==> src/include/aip_pkg.sv <==
package aip_pkg;
    localparam int NUM_CH = 4;
    // Record numbers
    localparam logic [7:0] REC_GLOBAL = 8'h00;
    localparam logic [7:0] REC_CONFIG = 8'h01;
    localparam logic [7:0] REC_CH_BASE = 8'h80;
    // Byte positions inside record 00h
    localparam logic [2:0] IDX_DIAG = 3'h0;
    localparam logic [2:0] IDX_WBRK = 3'h1;
    localparam logic [2:0] IDX_LIMIT = 3'h2;
    localparam logic [2:0] IDX_SPARE3 = 3'h3;
    // Byte positions inside record 01h
    localparam logic [2:0] IDX_TEMP = 3'h0;
    localparam logic [2:0] IDX_REJ = 3'h1;
    localparam logic [2:0] IDX_SPARE6 = 3'h2;
    localparam logic [2:0] IDX_SPARE7 = 3'h3;
    // Byte positions inside channel record 80h+n
    localparam logic [2:0] IDX_FN = 3'h0;
    localparam logic [2:0] IDX_FO = 3'h1;
    localparam logic [2:0] IDX_UL_HI = 3'h2;
    localparam logic [2:0] IDX_UL_LO = 3'h3;
    localparam logic [2:0] IDX_LL_HI = 3'h4;
    localparam logic [2:0] IDX_LL_LO = 3'h5;
    // Reset values
    localparam logic [7:0] RST_DIAG = 8'h00;
    localparam logic [7:0] RST_WBRK = 8'h00;
    localparam logic [7:0] RST_LIMIT = 8'h00;
    localparam logic [7:0] RST_TEMP = 8'h00;
    localparam logic [7:0] RST_REJ = 8'h02;
    localparam logic [7:0] RST_SPARE = 8'h00;
    localparam logic [7:0] RST_FN = 8'h10;
    localparam logic [7:0] RST_FO = 8'h02;
    localparam logic [15:0] RST_UL = 16'h7FFF;
    localparam logic [15:0] RST_LL = 16'h8000;
    // Codes
    localparam logic [7:0] DIAG_OFF = 8'h00;
    localparam logic [7:0] DIAG_ON = 8'h40;
    localparam logic [7:0] FN_OFF = 8'hFF;
    localparam logic [3:0] FN_CLASS_RES = 4'h5;
    localparam logic [3:0] FN_CLASS_THC = 4'h7;
    localparam logic [3:0] CH_MASK = 4'hF;
    typedef enum logic [1:0] {
        AIP_REJ_OFF = 2'b00,
        AIP_REJ_60HZ = 2'b01,
        AIP_REJ_50HZ = 2'b10,
        AIP_REJ_RSVD = 2'b11
    } aip_rej_t;
    localparam logic [1:0] REJ_DEFAULT = AIP_REJ_50HZ;
endpackage

==> src/hw/aip_limit_chk.sv <==
`timescale 1ns/1ps
`default_nettype none
module aip_limit_chk
    import aip_pkg::*;
#(
    parameter int W = 16
) (
    input wire logic clk_sys,
    input wire logic srst,
    input wire logic enable,
    input wire logic sample_valid,
    input wire logic [W-1:0] value,
    input wire logic [W-1:0] upper,
    input wire logic [W-1:0] lower,
    output logic over_r,
    output logic under_r
);
    wire logic above = $signed(value) > $signed(upper);
    wire logic below = $signed(value) < $signed(lower);
    wire logic check = enable & sample_valid;

    always_ff @(posedge clk_sys) begin
        if (srst) begin
            over_r <= 1'b0;
            under_r <= 1'b0;
        end else begin
            over_r <= check & above;
            under_r <= check & below;
        end
    end

    chk_limit_over: assert property (@(posedge clk_sys)
        disable iff (srst)
        (enable && sample_valid && $signed(value) > $signed(upper))
        |=> over_r)
        else $error("over-limit event missing");
    chk_limit_quiet: assert property (@(posedge clk_sys)
        disable iff (srst)
        !(enable && sample_valid) |=> !over_r && !under_r)
        else $error("limit event without enabled sample");
endmodule
`default_nettype wire

==> src/hw/aip_param_record.sv <==
`timescale 1ns/1ps
`default_nettype none
module aip_param_record
    import aip_pkg::*;
(
    input wire logic clk_sys,
    input wire logic srst,
    input wire logic sys_stopped,
    input wire logic rec_wr,
    input wire logic rec_rd,
    input wire logic [7:0] rec_num,
    input wire logic [2:0] rec_idx,
    input wire logic [7:0] rec_wdata,
    output logic [7:0] rec_rdata_r,
    output logic rec_ack_r,
    output logic rec_err_r,
    input wire logic [NUM_CH-1:0] sample_valid,
    input wire logic [16*NUM_CH-1:0] sample_value,
    input wire logic [2:0] in_addr,
    output logic [7:0] in_rdata_r,
    output logic diag_irq_on,
    output logic [NUM_CH-1:0] channel_active,
    output logic [NUM_CH-1:0] wire_break_active,
    output logic [NUM_CH-1:0] limit_active,
    output logic [2*NUM_CH-1:0] mains_rej_eff,
    output logic [2*NUM_CH-1:0] temp_unit,
    output logic [8*NUM_CH-1:0] fn_code,
    output logic [8*NUM_CH-1:0] fn_option,
    output logic [NUM_CH-1:0] limit_over,
    output logic [NUM_CH-1:0] limit_under
);
    logic [7:0] diag_r;
    logic [3:0] wbrk_r;
    logic [3:0] limit_r;
    logic [7:0] temp_r;
    logic [7:0] rej_r;
    logic [7:0] fn_r [NUM_CH];
    logic [7:0] fo_r [NUM_CH];
    logic [15:0] ul_r [NUM_CH];
    logic [15:0] ll_r [NUM_CH];
    logic [15:0] sample_r [NUM_CH];
    logic [NUM_CH-1:0] thermal;

    // Access decode
    wire logic is_glob = rec_num == REC_GLOBAL;
    wire logic is_cfg = rec_num == REC_CONFIG;
    wire logic is_ch = rec_num[7:2] == REC_CH_BASE[7:2];
    wire logic [1:0] ch_sel = rec_num[1:0];
    wire logic idx_ok = (is_glob | is_cfg) ? (rec_idx <= IDX_SPARE3)
                      : (is_ch & (rec_idx <= IDX_LL_LO));
    wire logic hit = (is_glob | is_cfg | is_ch) & idx_ok;
    // Global enables change the measuring plan, so running writes bounce
    wire logic glob_lock = is_glob & ~sys_stopped;
    wire logic wr_ok = rec_wr & hit & ~glob_lock;
    wire logic wr_bad = rec_wr & ~(hit & ~glob_lock);
    wire logic wr_glob = wr_ok & is_glob;
    wire logic wr_cfg = wr_ok & is_cfg;
    wire logic wr_ch = wr_ok & is_ch;

    always_ff @(posedge clk_sys) begin
        if (srst) begin
            diag_r <= RST_DIAG;
            wbrk_r <= RST_WBRK[3:0];
            limit_r <= RST_LIMIT[3:0];
        end else if (wr_glob) begin
            if (rec_idx == IDX_DIAG) diag_r <= rec_wdata;
            if (rec_idx == IDX_WBRK) wbrk_r <= rec_wdata[3:0];
            if (rec_idx == IDX_LIMIT) limit_r <= rec_wdata[3:0];
        end
    end

    always_ff @(posedge clk_sys) begin
        if (srst) begin
            temp_r <= RST_TEMP;
            rej_r <= RST_REJ;
        end else if (wr_cfg) begin
            if (rec_idx == IDX_TEMP) temp_r <= rec_wdata;
            if (rec_idx == IDX_REJ) rej_r <= rec_wdata;
        end
    end

    genvar g;
    generate
        for (g = 0; g < NUM_CH; g++) begin : g_ch
            wire logic sel = wr_ch & (ch_sel == 2'(g));
            wire logic [1:0] fld = rej_r[2*g+1:2*g];
            wire logic off = fn_r[g] == FN_OFF;
            wire logic [3:0] cls = fn_r[g][7:4];
            assign thermal[g] = ~off & ((cls == FN_CLASS_RES) |
                                        (cls == FN_CLASS_THC));

            always_ff @(posedge clk_sys) begin
                if (srst) begin
                    fn_r[g] <= RST_FN;
                    fo_r[g] <= RST_FO;
                    ul_r[g] <= RST_UL;
                    ll_r[g] <= RST_LL;
                end else if (sel) begin
                    if (rec_idx == IDX_FN) fn_r[g] <= rec_wdata;
                    if (rec_idx == IDX_FO) fo_r[g] <= rec_wdata;
                    if (rec_idx == IDX_UL_HI) ul_r[g][15:8] <= rec_wdata;
                    if (rec_idx == IDX_UL_LO) ul_r[g][7:0] <= rec_wdata;
                    if (rec_idx == IDX_LL_HI) ll_r[g][15:8] <= rec_wdata;
                    if (rec_idx == IDX_LL_LO) ll_r[g][7:0] <= rec_wdata;
                end
            end

            always_ff @(posedge clk_sys) begin
                if (srst) begin
                    sample_r[g] <= 16'h0000;
                end else if (sample_valid[g] & ~off) begin
                    sample_r[g] <= sample_value[16*g+15:16*g];
                end
            end

            // Off or thermal-and-off request both fall back to the default
            assign mains_rej_eff[2*g+1:2*g] =
                off ? REJ_DEFAULT :
                (thermal[g] & (fld == AIP_REJ_OFF)) ? REJ_DEFAULT :
                fld;
            assign channel_active[g] = ~off;
            assign wire_break_active[g] = wbrk_r[g] & thermal[g];
            assign limit_active[g] = limit_r[g] & ~off;
            assign temp_unit[2*g+1:2*g] = temp_r[2*g+1:2*g];
            assign fn_code[8*g+7:8*g] = fn_r[g];
            assign fn_option[8*g+7:8*g] = fo_r[g];

            aip_limit_chk #(
                .W(16)
            ) u_lim (
                .clk_sys(clk_sys),
                .srst(srst),
                .enable(limit_active[g]),
                .sample_valid(sample_valid[g]),
                .value(sample_value[16*g+15:16*g]),
                .upper(ul_r[g]),
                .lower(ll_r[g]),
                .over_r(limit_over[g]),
                .under_r(limit_under[g])
            );
        end
    endgenerate

    assign diag_irq_on = diag_r == DIAG_ON;

    // Readback mux, limits big-endian
    wire logic [7:0] glob_rd = (rec_idx == IDX_DIAG) ? diag_r
                             : (rec_idx == IDX_WBRK) ? {4'h0, wbrk_r}
                             : (rec_idx == IDX_LIMIT) ? {4'h0, limit_r}
                             : RST_SPARE;
    wire logic [7:0] cfg_rd = (rec_idx == IDX_TEMP) ? temp_r
                            : (rec_idx == IDX_REJ) ? mains_rej_eff
                            : RST_SPARE;
    wire logic [7:0] ch_rd = (rec_idx == IDX_FN) ? fn_r[ch_sel]
                           : (rec_idx == IDX_FO) ? fo_r[ch_sel]
                           : (rec_idx == IDX_UL_HI) ? ul_r[ch_sel][15:8]
                           : (rec_idx == IDX_UL_LO) ? ul_r[ch_sel][7:0]
                           : (rec_idx == IDX_LL_HI) ? ll_r[ch_sel][15:8]
                           : ll_r[ch_sel][7:0];
    wire logic [7:0] rd_mux = is_glob ? glob_rd
                            : is_cfg ? cfg_rd
                            : ch_rd;
    wire logic rd_ok = rec_rd & ~rec_wr & hit;
    wire logic rd_bad = rec_rd & ~rec_wr & ~hit;

    always_ff @(posedge clk_sys) begin
        if (srst) begin
            rec_rdata_r <= 8'h00;
            rec_ack_r <= 1'b0;
            rec_err_r <= 1'b0;
        end else begin
            rec_rdata_r <= rd_ok ? rd_mux : 8'h00;
            rec_ack_r <= wr_ok | rd_ok;
            rec_err_r <= wr_bad | rd_bad;
        end
    end

    // Input area: even byte high half, odd byte low half
    wire logic [1:0] in_ch = in_addr[2:1];
    wire logic [7:0] in_byte = in_addr[0] ? sample_r[in_ch][7:0]
                                          : sample_r[in_ch][15:8];

    always_ff @(posedge clk_sys) begin
        if (srst) begin
            in_rdata_r <= 8'h00;
        end else begin
            in_rdata_r <= in_byte;
        end
    end

    chk_diag_enable: assert property (@(posedge clk_sys)
        disable iff (srst)
        (wr_glob && rec_idx == IDX_DIAG && rec_wdata == DIAG_ON)
        |=> diag_irq_on)
        else $error("diagnostic interrupt not enabled by 40h");
    chk_diag_disable: assert property (@(posedge clk_sys)
        disable iff (srst)
        (wr_glob && rec_idx == IDX_DIAG && rec_wdata == DIAG_OFF)
        |=> !diag_irq_on)
        else $error("diagnostic interrupt not disabled by 00h");
    chk_wbrk_store: assert property (@(posedge clk_sys)
        disable iff (srst)
        (wr_glob && rec_idx == IDX_WBRK)
        |=> wbrk_r == $past(rec_wdata[3:0]))
        else $error("wire-break enable not stored");
    chk_wbrk_mode: assert property (@(posedge clk_sys)
        disable iff (srst)
        (wire_break_active & ~thermal) == 4'h0)
        else $error("wire-break active on non-thermal channel");
    chk_limit_store: assert property (@(posedge clk_sys)
        disable iff (srst)
        (wr_glob && rec_idx == IDX_LIMIT)
        |=> limit_r == $past(rec_wdata[3:0]))
        else $error("limit enable not stored");
    chk_rej_floor: assert property (@(posedge clk_sys)
        disable iff (srst)
        (wr_cfg && rec_idx == IDX_REJ && rec_wdata == 8'h00 && thermal[0])
        |=> mains_rej_eff[1:0] == REJ_DEFAULT)
        else $error("thermal channel suppression turned off");
    chk_off_default: assert property (@(posedge clk_sys)
        disable iff (srst)
        (wr_ch && ch_sel == 2'h1 && rec_idx == IDX_FN && rec_wdata == FN_OFF)
        |=> !channel_active[1] && mains_rej_eff[3:2] == REJ_DEFAULT)
        else $error("deactivated channel not on default suppression");
    chk_run_refuse: assert property (@(posedge clk_sys)
        disable iff (srst)
        (rec_wr && is_glob && !sys_stopped)
        |=> rec_err_r && !rec_ack_r && $stable(diag_r))
        else $error("global record written while running");
    chk_fn_reset: assert property (@(posedge clk_sys)
        srst |=> fn_r[0] == RST_FN && fo_r[0] == RST_FO
                 && ul_r[0] == RST_UL && ll_r[0] == RST_LL)
        else $error("channel record reset value wrong");
    chk_input_word: assert property (@(posedge clk_sys)
        disable iff (srst)
        (in_addr == 3'h4) |=> in_rdata_r == $past(sample_r[2][15:8]))
        else $error("input area byte 4 not channel 2 high byte");
    chk_off_nostore: assert property (@(posedge clk_sys)
        disable iff (srst)
        (sample_valid[0] && fn_r[0] == FN_OFF) |=> $stable(sample_r[0]))
        else $error("deactivated channel stored a sample");
    chk_rej_store: assert property (@(posedge clk_sys)
        disable iff (srst)
        (wr_cfg && rec_idx == IDX_REJ) |=> rej_r == $past(rec_wdata))
        else $error("mains reject byte not stored");
    chk_resp_onehot: assert property (@(posedge clk_sys)
        disable iff (srst)
        !(rec_ack_r && rec_err_r))
        else $error("access both accepted and refused");
    chk_fo_store: assert property (@(posedge clk_sys)
        disable iff (srst)
        (wr_ch && ch_sel == 2'h2 && rec_idx == IDX_FO)
        |=> fo_r[2] == $past(rec_wdata))
        else $error("function option not stored");
    chk_ul_store: assert property (@(posedge clk_sys)
        disable iff (srst)
        (wr_ch && ch_sel == 2'h3 && rec_idx == IDX_UL_HI)
        |=> ul_r[3][15:8] == $past(rec_wdata))
        else $error("upper limit high byte not stored");
    chk_ll_store: assert property (@(posedge clk_sys)
        disable iff (srst)
        (wr_ch && ch_sel == 2'h0 && rec_idx == IDX_LL_LO)
        |=> ll_r[0][7:0] == $past(rec_wdata))
        else $error("lower limit low byte not stored");
    chk_lim_gate: assert property (@(posedge clk_sys)
        disable iff (srst)
        (wr_glob && rec_idx == IDX_LIMIT && rec_wdata[0] && channel_active[0])
        |=> limit_active[0])
        else $error("limit monitoring not switched on");
    chk_rej_offch: assert property (@(posedge clk_sys)
        disable iff (srst)
        !channel_active[3] |-> mains_rej_eff[7:6] == REJ_DEFAULT)
        else $error("deactivated channel off the default rejection");
    chk_wbrk_offch: assert property (@(posedge clk_sys)
        disable iff (srst)
        !channel_active[1] |-> !wire_break_active[1])
        else $error("wire-break active on deactivated channel");
    chk_idx_refuse: assert property (@(posedge clk_sys)
        disable iff (srst)
        (rec_rd && !rec_wr && is_ch && rec_idx > IDX_LL_LO)
        |=> rec_err_r && !rec_ack_r)
        else $error("out-of-record byte not refused");
endmodule
`default_nettype wire

==> config.mk <==
export PLATFORM = sky130hd
export DESIGN_NAME = aip_param_record
export DESIGN_NICKNAME = d
export VERILOG_FILES = /design/src/include/aip_pkg.sv /design/src/hw/aip_limit_chk.sv /design/src/hw/aip_param_record.sv
export SDC_FILE = /design/constraint.sdc
export NUM_CORES = 1
export LEC_CHECK = 0
export ABC_AREA = 1
export BUFFER_PORTS_ARGS = -buffer_cell sky130_fd_sc_hd__buf_4
export CAP_MARGIN = 20
export CORE_MARGIN = 10
export CORE_UTILIZATION = 53
export CTS_CLUSTER_DIAMETER = 40
export CTS_CLUSTER_SIZE = 28
export DETAILED_ROUTE_END_ITERATION = 10
export PLACE_DENSITY = 0.71
export SYNTH_ARGS = -nofsm -noshare
export SYNTH_HDL_FRONTEND = slang
export SYNTH_HIERARCHICAL = 1
export SYNTH_SLANG_ARGS = --single-unit
==> constraint.sdc <==
create_clock -name clk_sys -period 3.8 [get_ports clk_sys]
set_clock_uncertainty 0.15 [all_clocks]
set_input_delay 1.14 -clock clk_sys [delete_from_list [all_inputs] [get_ports clk_sys]]
set_output_delay 1.14 -clock clk_sys [all_outputs]
set_load 0.01 [all_outputs]
### Word-level counts from Yosys, hierarchy flattened

Memory sizes are Yosys's and may differ from the RTL's.
Cells that the tools add are included.

| word-level totals | value |
|---|---|
| register bits after elaboration | 58 |
| memory bits (writable) | 256 |
| input port bits | 95 |
| output and inout bits | 119 |
| logic and storage cells | 305 |
| memories | 5 |

Memories:

| memory | words | width | read ports | clocked after memory_dff | wr ports | RTL line | source |
|---|---|---|---|---|---|---|---|
| ll_r | 4 | 16 | 5 | 0 | 4 | aip_param_record.sv:40 | `logic [15:0] ll_r [NUM_CH];` |
| sample_r | 4 | 16 | 1 | 0 | 4 | aip_param_record.sv:41 | `logic [15:0] sample_r [NUM_CH];` |
| ul_r | 4 | 16 | 5 | 0 | 4 | aip_param_record.sv:39 | `logic [15:0] ul_r [NUM_CH];` |
| fn_r | 4 | 8 | 5 | 0 | 4 | aip_param_record.sv:37 | `logic [7:0] fn_r [NUM_CH];` |
| fo_r | 4 | 8 | 5 | 0 | 4 | aip_param_record.sv:38 | `logic [7:0] fo_r [NUM_CH];` |

| cells by class | value |
|---|---|
| order comparisons | 10 |
| eq/ne operators | 23 |
| muxes and demuxes | 142 |
| bitwise operators | 95 |
| reductions and logical operators | 13 |

Operators with widths:

| operator | count |
|---|---|
| $mux W8 | 35 |
| $mux W1 | 93 |
| $gt A16 B16 Y1 | 4 |
| $lt A16 B16 Y1 | 4 |
| $mux W16 | 4 |
| $and A1 B1 Y1 | 49 |
| $or A1 B1 Y1 | 36 |
| $eq A4 B3 Y1 const B | 8 |
| $eq A8 B8 Y1 const B | 4 |
| $mux W2 | 8 |
| $logic_not A2 Y1 | 5 |
| $not A1 Y1 | 10 |
| $reduce_and A2 Y1 | 5 |
| $eq A8 B1 Y1 const B | 1 |
| $eq A8 B7 Y1 const B | 1 |
| $logic_not A8 Y1 | 1 |
| $mux W4 | 2 |
| $eq A3 B2 Y1 const B | 2 |
| $eq A3 B3 Y1 const B | 2 |
| $eq A6 B6 Y1 const B | 1 |
| $eq A2 B2 Y1 const B | 2 |
| $eq A3 B1 Y1 const B | 1 |
| $le A3 B2 Y1 const B | 1 |
| $le A3 B3 Y1 const B | 1 |
| other kinds (3) | 3 |

### Longest topological paths before layout

Gate-level depths: netlist of run 1.

| depth | value |
|---|---|
| depth after elaboration | 12 |
| depth in mapped cells | 16 |
| depth with buffers taken out | 15 |

### Modules after synthesis

The synthesis of run 1 kept the hierarchy.

Modules (own cells, without submodules):

| module | times used | cells an instance | area an instance (um^2) | sequential area each (um^2) |
|---|---|---|---|---|
| aip_param_record | 1 | 1483 | 14262.4 | 8688.3 |
| aip_limit_chk | 4 | 149 | 942.2 | 40.0 |

### Worst setup path after synthesis of run 1

OpenSTA, ideal clock, no wires.

| timing | value |
|---|---|
| path kind | input -> register |
| start point | input rec_num[5] |
| end point | memory fo_r[0][0] (enable) |
| setup time | 384 ps |
| arrival | 2851 ps |
| setup slack | 415 ps |
| stages on the path | 10 |
| buffers on the path | 1 |
| path through | nor2_1 nand2_1 nor2_4 nand3_4 nand2_2 nand4_4 nor2_4 buf_12 nand2_8 o21ai_0 |

RTL lines:

| element | RTL line | source |
|---|---|---|
| from (decl) | aip_param_record.sv:11 | `input wire logic [7:0] rec_num,` |
| to (decl) | aip_param_record.sv:38 |  |

==> impl_summary.md, run 1 <==
Finish
The number of standard cells in the layout, taps in and fillers out is 2,797. The net count of the finished layout is 2,535. The utilization of the core after routing is 65.4%. The number of diodes added for antenna fixing is 0. Of the cells placed in the final design, the portion with a size suffix greater than 1 is 19.3%. The layout overhead on the synthesized area is 21.6%.

The final instance area is 0.0219 mm^2.

STA
The number of max-slew violations in the final report is 0. Of the available clock period, the critical path in the final layout requires 95.6%. The final number of setup-violating endpoints is 0.

Setup slack closes at 0.167 ns. Derived from the worst setup path, the maximum achievable clock frequency is 275 MHz. The clock period minus worst slack is 3.63 ns.

The worst max-slew margin expressed relative to the limit is 41.7%. In the final timing run, aggregate negative setup slack is 0 ns. Setup repair after global routing left no endpoint under its margin. The hold violation total from the final report was 0. The transition time at the pin with the least slew margin is 0.873 ns.

Place
The congestion estimate from routability-driven global placement came to 0.988. Buffers placed on the I/O ports in this run total 213. Once placement finished, the instance area stood at 0.0204 mm^2. Once detailed placement completed, the half-perimeter wirelength came to 47,700 um. Once placement completed, the tool counted placed cells totaling 2,721. Before CTS, the worst setup slack after placement is 0.252 ns.

Logic synthesis
The number of flip-flops and latches in the synthesized netlist is 314. Yosys printed 6 warnings. By area the synthesized netlist is led by sky130_fd_sc_hd__edfxtp_1 43%, sky130_fd_sc_hd__nand2_1 9.6%, sky130_fd_sc_hd__ha_1 8.6%. When the netlist entered floorplanning its net count stood at 2,298. By count the netlist is led by 460 x sky130_fd_sc_hd__nand2_1, 334 x sky130_fd_sc_hd__nor2_1, 269 x sky130_fd_sc_hd__inv_1, 256 x sky130_fd_sc_hd__edfxtp_1, 124 x sky130_fd_sc_hd__ha_1. The mapped netlist covers 0.0180 mm^2. The biggest area contributor in the post-synthesis netlist is sky130_fd_sc_hd__edfxtp_1. The post-synthesis area per instance is 8.67 um^2. The post-synthesis async set-or-reset flop share is 0%. In the synthesized netlist the dominant register cell turns out to be sky130_fd_sc_hd__edfxtp_1. The number of instances in the synthesized netlist is 2,079.

Of the synthesized area, sequential elements account for 49.1%. sky130_fd_sc_hd__nand2_1 is the most common cell in the netlist. The number of different library cells in the post-synthesis netlist is 46. The number of enable flip-flop cells after synthesis is 256. The fraction of post-synthesis cell area in the top cell type by area is 42.6%.

Worst setup path
The worst flop-to-flop path startpoint is fn_r[0][6]. The most numerous cell type found on the critical path is sky130_fd_sc_hd__buf_4. STA classifies the critical path endpoint as a primary output. Data on the critical path is required at its endpoint by 2.51 ns. The largest stage delay on the critical path is 0.41 ns. The cell family contributing the most delay on the critical path is simple AND/OR/NAND/NOR gates. The critical path is of the register to primary output type. The worst setup path is launched from a register. The most critical setup path has its startpoint at fn_r[1][6].

The critical path's slowest cell is sky130_fd_sc_hd__edfxtp_1. The number of buffers and inverters on the critical path is 3. The critical path goes through nand2_1, nor4_1, nand3_2, inv_1, nor2_1, buf_4, buf_4. The endpoint arrival time on the critical path is 2.34 ns.

The largest fanout of any net on the critical path is 6.

Status
The flow ran to the end, and the final reports show no timing, DRC or antenna violations.

Worst hold path
In this run the worst hold path is classified as register to register. The startpoint identified for the worst hold timing path is limit_r[3].

Detailed routing
The first TritonRoute pass finished after 6 iterations. In the final routed layout, each cell accounts on average for 22.3 um. After the first detailed-routing iteration, the DRC count stood at 1,570. The aggregate routed wire length is 62,400 um. The number of vias after detailed routing is 15,936. In this run the remaining antenna-violating nets after routing total 0. The number of vias per cell after detailed routing is 5.70. The remaining routing DRC violations is 0.

Power
VDD sags by at most 0.000329 V. Of the total power, combinational logic draws 12.0%. Dividing total power by cell area gives a power density of 433 mW/mm^2. Net switching is 25.7% of the power. Registers are responsible for 42.1% of the overall power.

The cell-internal power is 7.06 mW. Summed over all cells, the static leakage comes to 10.1 nW. The power spent charging and discharging nets is 2.44 mW. The clock network accounts for 45.9% of the total power.

Clocking
The clock transition time at the flip-flop clock pins of the worst setup and hold paths is 0.06 ns. The clock latency at the later pin of the worst-skew pair is 0.54 ns. No sink is reached through more buffers than the 3 on the longest clock path.

Counting the buffers created by CTS gives 41. The number of gates resized after CTS was 0. In this run the number of H-tree levels came out at 2. The buffer count from post-CTS setup fixing is 0. The TritonCTS clock tree is done.

CTS placed an instance of sky130_fd_sc_hd__clkbuf_16 at the clock tree root. The number of sinks on the clock net is 314. After clock tree synthesis, the flow added hold-fix buffers numbering 0.

Global routing
The via count of the first global-routing pass is 15,688. The first global-routing pass estimated 92,100 um of wire. The total overflow left after global routing is 0. The number of antenna violations at the first check in global routing came to 0. The most used routing layer is met2. For this run, global-route usage on met2 was measured as 47.7%. Entering global routing, the biggest net connects 46 pins. The global-route total usage across every layer is 29.1%.

Global routing consumed, on the met3 layer, 5.29% of the routing resources. Global routing used 36.6% of the available met1 tracks.

Floorplanning
The area of the core region is 0.0335 mm^2. The die covers 0.0418 mm^2. In this run the vertical extent of the chip is 204 um. The floorplan step set the die width to 204 um. In this run the core area contains 67 standard-cell rows. The starting density of the core is 53.8%. For this design the top-level I/O count stands at 214.

Job
The number of violations of the max-capacitance limit is 0.
## worst paths after layout
path / to / slack (ns) / depth (start not counted)
max reg2reg: sample_r[0][3] / 1.39 / 6
min: limit_r[3] / 0.31 / 2
max: limit_active[1] / 0.17 / 7
min reg2reg: limit_r[3] / 0.31 / 2
## through the flow
stage	total power [mW]	hold WS [ns]
global route	9.78	0.331
floorplan	4.64	0.291
global placement	5.16	0.301
detailed placement	5.19	0.302
CTS	9.50	0.311
finish	9.50	0.312
## cell usage in the layout, fill, tap and decap left out, drive strengths merged, types with 10 or more instances in the layout
cell type,instances
a21oi,99
a22oi,20
buf,269
bufinv,10
clkbuf,46
clkinv,15
dfxtp,58
edfxtp,256
ha,124
inv,310
nand2,465
nand3,80
nand4,37
nor2,355
nor3,26
o21ai,111
o22ai,10
or2,12
## power groups by stage
| stage | sequential [mW] | clock (mW) | combinational [mW] |
|---|---|---|---|
| CTS | 3.99 | 4.38 | 1.13 |
| floorplan | 4.02 | 0 | 0.621 |
| finish | 4.00 | 4.36 | 1.14 |
| detailed placement | 4.06 | 0 | 1.13 |
| global placement | 4.06 | 0 | 1.10 |
| global route | 4.00 | 4.52 | 1.26 |
## area by class of cell
class | instances | area, um^2
Clock buffer | 46 | 1090
Clock inverter | 30 | 469
Fill cell | 2800 | 11600
Inverter | 307 | 1150
Multi-Input combinational cell | 1383 | 7700
Sequential cell | 314 | 8850
Tap cell | 448 | 561
Timing Repair Buffer | 269 | 2110
## routing by layer
| layer | routed length (um) | up-vias |
|---|---|---|
| met1 | 24300 | 7458 |
| met5 | 0 | - |
| met2 | 28800 | 954 |
| li1 | - | 7329 |
| met3 | 6040 | 195 |
| met4 | 3290 | 0 |
## sequential cells by signal, indices dropped and copies added (netlist names)
| signal | count |
|---|---|
| g_ch.u_lim/over_r | 4 |
| fo_r | 32 |
| g_ch.u_lim/under_r | 4 |
| rec_ack_r | 1 |
| in_rdata_r | 8 |
| temp_unit | 8 |
| ll_r | 64 |
| sample_r | 64 |
| wbrk_r | 4 |
| rec_err_r | 1 |
| limit_r | 4 |
| rej_r | 8 |
| rec_rdata_r | 8 |
| fn_r | 32 |
| diag_r | 8 |
| ul_r | 64 |
## kinds of logic (layout without fill, tap and decap cells)
| family | Yosys count | count (layout) | synth area share (%) |
|---|---|---|---|
| simple gates | 985 | 985 | 25.3 |
| compound gates | 274 | 274 | 8.63 |
| fa+ha+maj | 124 | 124 | 8.60 |
| buf+inv | 382 | 652 | 8.35 |
| flops | 314 | 314 | 49.1 |
## tightest hold or removal path, stage by stage, from the launching register on
cell and delay (ns):
sky130_fd_sc_hd__dfxtp_1 0.31, sky130_fd_sc_hd__nand2_1 0.06, sky130_fd_sc_hd__a21oi_1 0.05
(Power assumes the default switching activity.)
==> run 2, diff against run 1 <==
REMOVE_ABC_BUFFERS = 1   (was unset)
==> run 2 against run 1 <==
Flip-flop and latch count did not move. Critical path type unchanged. Wire length rose by 3.1%. First-iteration DRC count rose by 14%. Setup slack got worse by 0.12 ns. Sequential share of layout area rose by 0.15 points. Utilization fell by 0.24 points. Count of clock-buffer cells in the layout rose by 2. Final area fell by 0.37%. Global-route usage rose by 1.1 points. Combinational power barely moved. Hold slack improved by 0.0044 ns.
==> impl_summary.md, run 2 (synthesis gave the netlist of run 1 again) <==
STA
Summed over all failing endpoints, the final setup total negative slack is 0 ns. The worst hold slack is 0.317 ns. The number of max-slew violations in the final report is 0.

Counting I/O delays and the setup requirement, the final critical path takes 3.75 ns. Setup violations remaining at the end of the flow were counted as 0. Based on the critical path, the design can be clocked at up to 267 MHz. The worst max-slew margin expressed relative to the limit is 43.1%.

Setup repair after global routing left no endpoint under its margin. The transition time at the pin with the least slew margin is 0.852 ns. The hold violation total from the final report was 0. The portion of the clock cycle consumed by the worst path in the final layout is 98.7%.

Worst setup path
The largest fanout of any net on the critical path is 5. At the worst endpoint, the arrival time is 2.46 ns. The worst setup path is launched from a register. The kind of critical path is register to primary output. For the worst setup path, the data required time is 2.51 ns. The worst setup path is captured at a primary output.

Finish
In the final layout, the share of cells above drive strength 1 is 19.6%. The total of fill cells in the finished design is 2,873. The area growth from synthesis to layout is 21.1%.

The count of cells in the finished layout, fillers not included, comes to 2,809. The repair_antennas step left the layout with diodes totalling 0. The utilization of the core after routing is 65.1%. The largest registers in the layout are ll_r (64), sample_r (64), ul_r (64). The number of nets in the final layout is 2,546. The commonest non-fill, non-tap cell in the layout is sky130_fd_sc_hd__nand2_1. In the layout the commonest cells are 460 x sky130_fd_sc_hd__nand2_1, 332 x sky130_fd_sc_hd__nor2_1, 273 x sky130_fd_sc_hd__buf_4.

Floorplanning
The width of the die is 204 um. Measured along the y axis, the die boundary spans 204 um. The initial utilization of the core area, before any placement, comes to 53.8%. In this run the count of I/O pins placed on the die edge is 214. The region available for standard cell placement spans 0.0335 mm^2. The area of the die is 0.0418 mm^2. The floorplan has 67 rows.

Global routing
Global routing finished with a remaining overflow of 0. The via count of the first global-routing pass was 16,018. The first global-routing pass estimated 95,200 um of wire. The number of antenna violations at the first check in global routing came to 0.

Entering global routing, the biggest net connects 59 pins. The global-route total usage across every layer is 30.2%.

Power
Across the VDD grid, the largest voltage drop is 0.000297 V. In this run the static leakage power is 10.1 nW. The power density over the cells is 418 mW/mm^2. The post-route total power is 9.13 mW.

Clocking
Once the clock tree was built, the setup fixing pass inserted 0 buffers. The H-tree generated during clock tree synthesis spans 2 levels. The clock tree root buffer cell is sky130_fd_sc_hd__clkbuf_16. The number of buffers on the longest clock path is 3.

After clock tree synthesis, the clock-pin slew on the worst setup and hold paths is 0.07 ns. Counting every sink on the clock net gives 314. The total CTS buffers is 43. TritonCTS built the clock tree. The clock latency at the later pin of the worst-skew pair is 0.56 ns.

Status
The run finished with clean final reports.

Detailed routing
The detailed-router iteration count before antenna repair is 6. The number of vias per cell after detailed routing is 5.71. The detailed router's first-iteration violation count is 1,783. The final route contains 16,027 vias. The average wire per cell in the routed design is 22.9 um.

Wires add up to 64,400 um. In this run the remaining antenna-violating nets after routing total 0. In the routed design, unresolved DRC markers number 0.

Place
Port buffering added 213 buffers. Including well taps, the total number of placed cells is 2,730. Detailed placement ended at an HPWL of 49,300 um. At the end of routability-driven placement, the weighted congestion stood at 1.02.

Job
The number of violations of the max-capacitance limit is 0.

Worst hold path
The type of the worst min-delay path is register to register.
[run 2: critical path, cell delays in order (launching register included)]
cell and delay (ns):
sky130_fd_sc_hd__edfxtp_1 0.46, sky130_fd_sc_hd__nand2_1 0.16, sky130_fd_sc_hd__nor4_1 0.35, sky130_fd_sc_hd__nand3_2 0.33, sky130_fd_sc_hd__inv_1 0.20, sky130_fd_sc_hd__nor2_1 0.09, sky130_fd_sc_hd__buf_4 0.17, sky130_fd_sc_hd__buf_4 0.14
[run 2: where the power goes]
part,switching (mW),internal (mW)
combinational,0.749,0.401
clock,1.65,2.33
sequential,0.131,3.87
total,2.53,6.60
[run 2: final timing paths]
kind	startpoint	cells past startpoint	to	slack [ns]
setup / recovery	fn_r[1][4]	7	limit_active[1]	0.05
setup reg to reg	fn_r[1][4]	6	sample_r[1][7]	1.21
hold reg to reg	limit_r[1]	2	limit_r[1]	0.32
hold / removal	limit_r[1]	2	limit_r[1]	0.32
[run 2: area by class of cell]
| cell class | instances | area (um^2) | share of cell area [%] |
|---|---|---|---|
| clock buffers | 48 | 1120 | 5.11 |
| clock inverters | 31 | 318 | 1.46 |
| inverters | 307 | 1150 | 5.28 |
| multi-input cells | 1383 | 7700 | 35.2 |
| flip-flops and latches | 314 | 8850 | 40.5 |
| well taps | 448 | 561 | 2.57 |
| repair buffers | 278 | 2150 | 9.84 |
[run 2: what timing repair did]
action	in CTS	in global routing
gates resized for setup	0	1
setup endpoints to repair	0	1
hold buffers	0	0
[run 2: through the flow]
step	instance area [um^2]	worst slack, ns
2_1_floorplan	17700	-0.500
3_3_place_gp	20400	0.331
3_5_place_dp	20400	0.339
4_1_cts	21800	0.0391
5_1_grt	21800	0.0136
6_report	21800	0.0483
[run 2: per-layer routing]
layer | wire [um] | track usage (%) | vias up
met5 | 0 | 0 | -
met4 | 3070 | 14.1 | 0
met3 | 7250 | 6.15 | 192
met2 | 29400 | 48.9 | 997
met1 | 24700 | 38.3 | 7481
li1 | - | - | 7357
==> run 3, diff against run 2 <==
ABC_AREA = 0   (was 1)
CORE_UTILIZATION = 55   (was 53)
PLACE_DENSITY = 0.73   (was 0.71)
SYNTH_HIERARCHICAL = unset   (was 1)
==> run 3 against run 2 <==
Count of clock-buffer cells in the layout rose by 2. Synthesized cell count fell by 26%. Synthesized area fell by 2.4%. Via count fell by 14%. Sequential power barely moved. Die area fell by 5.4%. Utilization rose by 2.4 points. Maximum frequency rose by 3.0%. Critical endpoint is now mains_rej_eff[1]. Largest power group is now the clock network.
==> impl_summary.md, run 3 <==
Clocking
The number of gates given a new drive strength after cts is 0. The number of buffers on the longest clock path is 3. The buffer count from post-CTS setup fixing is 0. The H-tree generated during clock tree synthesis spans 2 levels. The number of sinks on the clock net is 314.

The clock latency at the later pin of the worst-skew pair is 0.56 ns. The TritonCTS clock tree is done. Clock tree synthesis selected as its root buffer the cell sky130_fd_sc_hd__clkbuf_16. In this run, CTS created clock tree buffers numbering 44. Hold repair after CTS inserted 0 buffers. After clock tree synthesis, the clock-pin slew on the worst setup and hold paths is 0.06 ns.

Global routing
In the global route stage, overall resource usage came out at 29.9%. The remaining global-route overflow is 0. The number of antenna violations at the first check in global routing is 2. The maximum number of pins on one net before global-route repair is 60.

The via count of the first global-routing pass was 14,136. The wire length of the first global-routing pass is 88,200 um.

Floorplanning
The area of the die is 0.0395 mm^2. The floorplan step set the die width to 199 um. The number of top-level pins is 214. From bottom edge to top edge, the die measures 199 um. The area of the core region is 0.0316 mm^2. The starting density of the core is 55.8%.

The total number of placement rows is 65.

Place
The total of buffers placed on input and output ports is 213. The HPWL reported at the end of detailed placement is 45,200 um. The global placer's final weighted congestion is 0.972. After detailed placement, the total cell area comes to 0.0198 mm^2.

Logic synthesis
The fraction of post-synthesis cell area in the top cell type by area is 43.7%. The cell area after technology mapping is 0.0176 mm^2. The number of different library cells used by synthesis comes to 68. Yosys printed 0 warnings. The cell type with the largest total area after synthesis is sky130_fd_sc_hd__edfxtp_1. The register area share after synthesis is 50.3%.

The most common cell in the synthesized netlist is sky130_fd_sc_hd__edfxtp_1. Of all flip-flops after synthesis, the portion carrying an async set or reset was 0%. The number of instances in the synthesized netlist is 1,542. By area the synthesized netlist is led by sky130_fd_sc_hd__edfxtp_1 44%, sky130_fd_sc_hd__ha_1 8.8%, sky130_fd_sc_hd__mux4_2 7.9%. In the synthesized netlist, the cells that appear most often are 256 x sky130_fd_sc_hd__edfxtp_1, 176 x sky130_fd_sc_hd__and2_1, 139 x sky130_fd_sc_hd__inv_1, 124 x sky130_fd_sc_hd__ha_1, 101 x sky130_fd_sc_hd__nor2_1.

The number of flip-flops and latches in the synthesized netlist is 314. The prevailing post-synth register cell is sky130_fd_sc_hd__edfxtp_1. The number of enable flip-flop cells after synthesis is 256. The post-synthesis area per instance is 11.4 um^2.

Detailed routing
The average wire per cell in the routed design is 27.1 um. The detailed-router iteration count before antenna repair is 5. After detailed routing, the number of remaining DRC violations is 0. Using the TritonRoute via totals, the vias-per-cell ratio works out to 6.26. Across all layers, the routed design uses 13,824 vias. The aggregate routed wire length is 59,800 um.

The detailed router's first-iteration violation count is 1,640. In this run the remaining antenna-violating nets after routing total 0.

STA
The timing-limited maximum frequency is 274 MHz. The final sum of negative setup slack is 0 ns. Headroom to the max-slew limit came out at 40.9%. Setup violations remaining at the end of the flow were counted as 0.

The clock period minus worst slack is 3.64 ns. The portion of the clock cycle consumed by the worst path in the final layout is 95.9%. At the pin with the least slew margin, the transition time is 0.885 ns. The number of max-slew violations in the final report came to 0. The hold violation total from the final report is 0. Setup repair after global routing left no endpoint under its margin.

Worst hold path
The type of the worst min-delay path is register to register.

Finish
In the final layout, the registers with the most flip-flops are ll_r (64), sample_r (64), ul_r (64). The final instance area is 0.0213 mm^2. Leaving out fill and tap cells, the most frequent cell in the layout is sky130_fd_sc_hd__buf_4.

The layout has 2,385 filler cells. In the final layout, the share of cells above drive strength 1 is 23.9%. Relative to the synthesized area, the layout overhead comes to 21.1%. The library cells used most frequently in the layout, excluding fill and tap cells, are 278 x sky130_fd_sc_hd__buf_4, 256 x sky130_fd_sc_hd__edfxtp_1, 176 x sky130_fd_sc_hd__and2_1.

Registers take 0.00885 mm^2. For this run, the post-layout net count is 1,988. The multi-input combinational cells in the finished layout cover a total of 0.00779 mm^2.

Worst setup path
The kind of start point of the critical path is a register. For the worst setup path, the data required time is 2.51 ns. In this run the worst path has a maximum fanout of 5. STA classifies the critical path endpoint as a primary output.

The kind of critical path is register to primary output. At the worst endpoint, the arrival time is 2.35 ns.

Power
Summed over all cells, the static leakage comes to 8.96 nW. Power spread over the standard cell area amounts to 436 mW/mm^2. The worst-case IR drop observed on VDD is 0.000343 V.

Job
Max-cap violations in this run came to 0.

Status
The run finished with clean final reports.
==> run 3: cell types whose count changed after synthesis, sizes merged, moves of 16 or more <==
cell,delta
nand2,-382
nand3,-63
o21bai,+23
and2,+176
inv,-163
mux4,+62
clkbuf,+26
a21oi,-41
nand4,-16
mux2i,+40
or3,+75
o21ai,-75
a22oi,-18
nor2,-254
==> run 3: critical path, cell delays in order (launching register included) <==
cell and delay [ns]:
sky130_fd_sc_hd__edfxtp_1 0.43, sky130_fd_sc_hd__nand2_1 0.14, sky130_fd_sc_hd__or3_1 0.62, sky130_fd_sc_hd__o311ai_0 0.36, sky130_fd_sc_hd__buf_4 0.25
==> run 3: logic make-up after synthesis <==
family	synth area share [%]
adder cells (fa/ha/maj)	8.82
AO/OA/AOI/OAI	8.26
AND/OR/NAND/NOR	17.0
flip-flops	50.3
multiplexers	10.2
buffers and inverters	5.45
==> run 3: cell type report <==
type | instances | area share [%]
diodes | 2 | 0.0235
repair buffers | 279 | 9.89
flip-flops and latches | 314 | 41.5
well taps | 402 | 2.36
inverters | 139 | 2.45
multi-input cells | 991 | 36.6
clock inverters | 32 | 1.72
clock buffers | 50 | 5.47
==> run 3: final timing paths <==
check,startpoint,to,slack (ns),cells after the start
setup / recovery,fn_r[0][4],mains_rej_eff[1],0.16,4
setup reg to reg,fn_r[1][4],g_ch[1].u_lim.under_r,1.17,5
hold reg to reg,diag_r[4],rec_rdata_r[4],0.35,2
hold / removal,diag_r[4],rec_rdata_r[4],0.35,2
==> run 3: where the power goes <==
| part | switching [mW] | internal (mW) | total, mW |
|---|---|---|---|
| Clock | 1.80 | 2.41 | 4.21 |
| Sequential | 0.119 | 3.87 | 3.99 |
| Combinational | 0.632 | 0.452 | 1.08 |
==> run 3: stage by stage <==
step	total power, mW	hold WS, ns	worst slack [ns]	instances	util [%]
after floorplan	4.51	0.285	0.414	1444	-
after detailed placement	5.12	0.335	0.187	2125	62.7
after CTS	9.29	0.346	0.199	2207	67.5
after global placement	5.10	0.297	0.259	2125	62.7
after global routing	9.53	0.370	0.129	2208	67.5
final	9.28	0.348	0.156	2209	67.5
==> run 3: layer usage <==
metal,up-vias,wire (um),track usage (%)
li1,6074,-,-
met1,6762,23300,38.5
met2,847,27600,47.5
met3,141,6460,6.88
met4,0,2460,13.2
met5,-,0,0
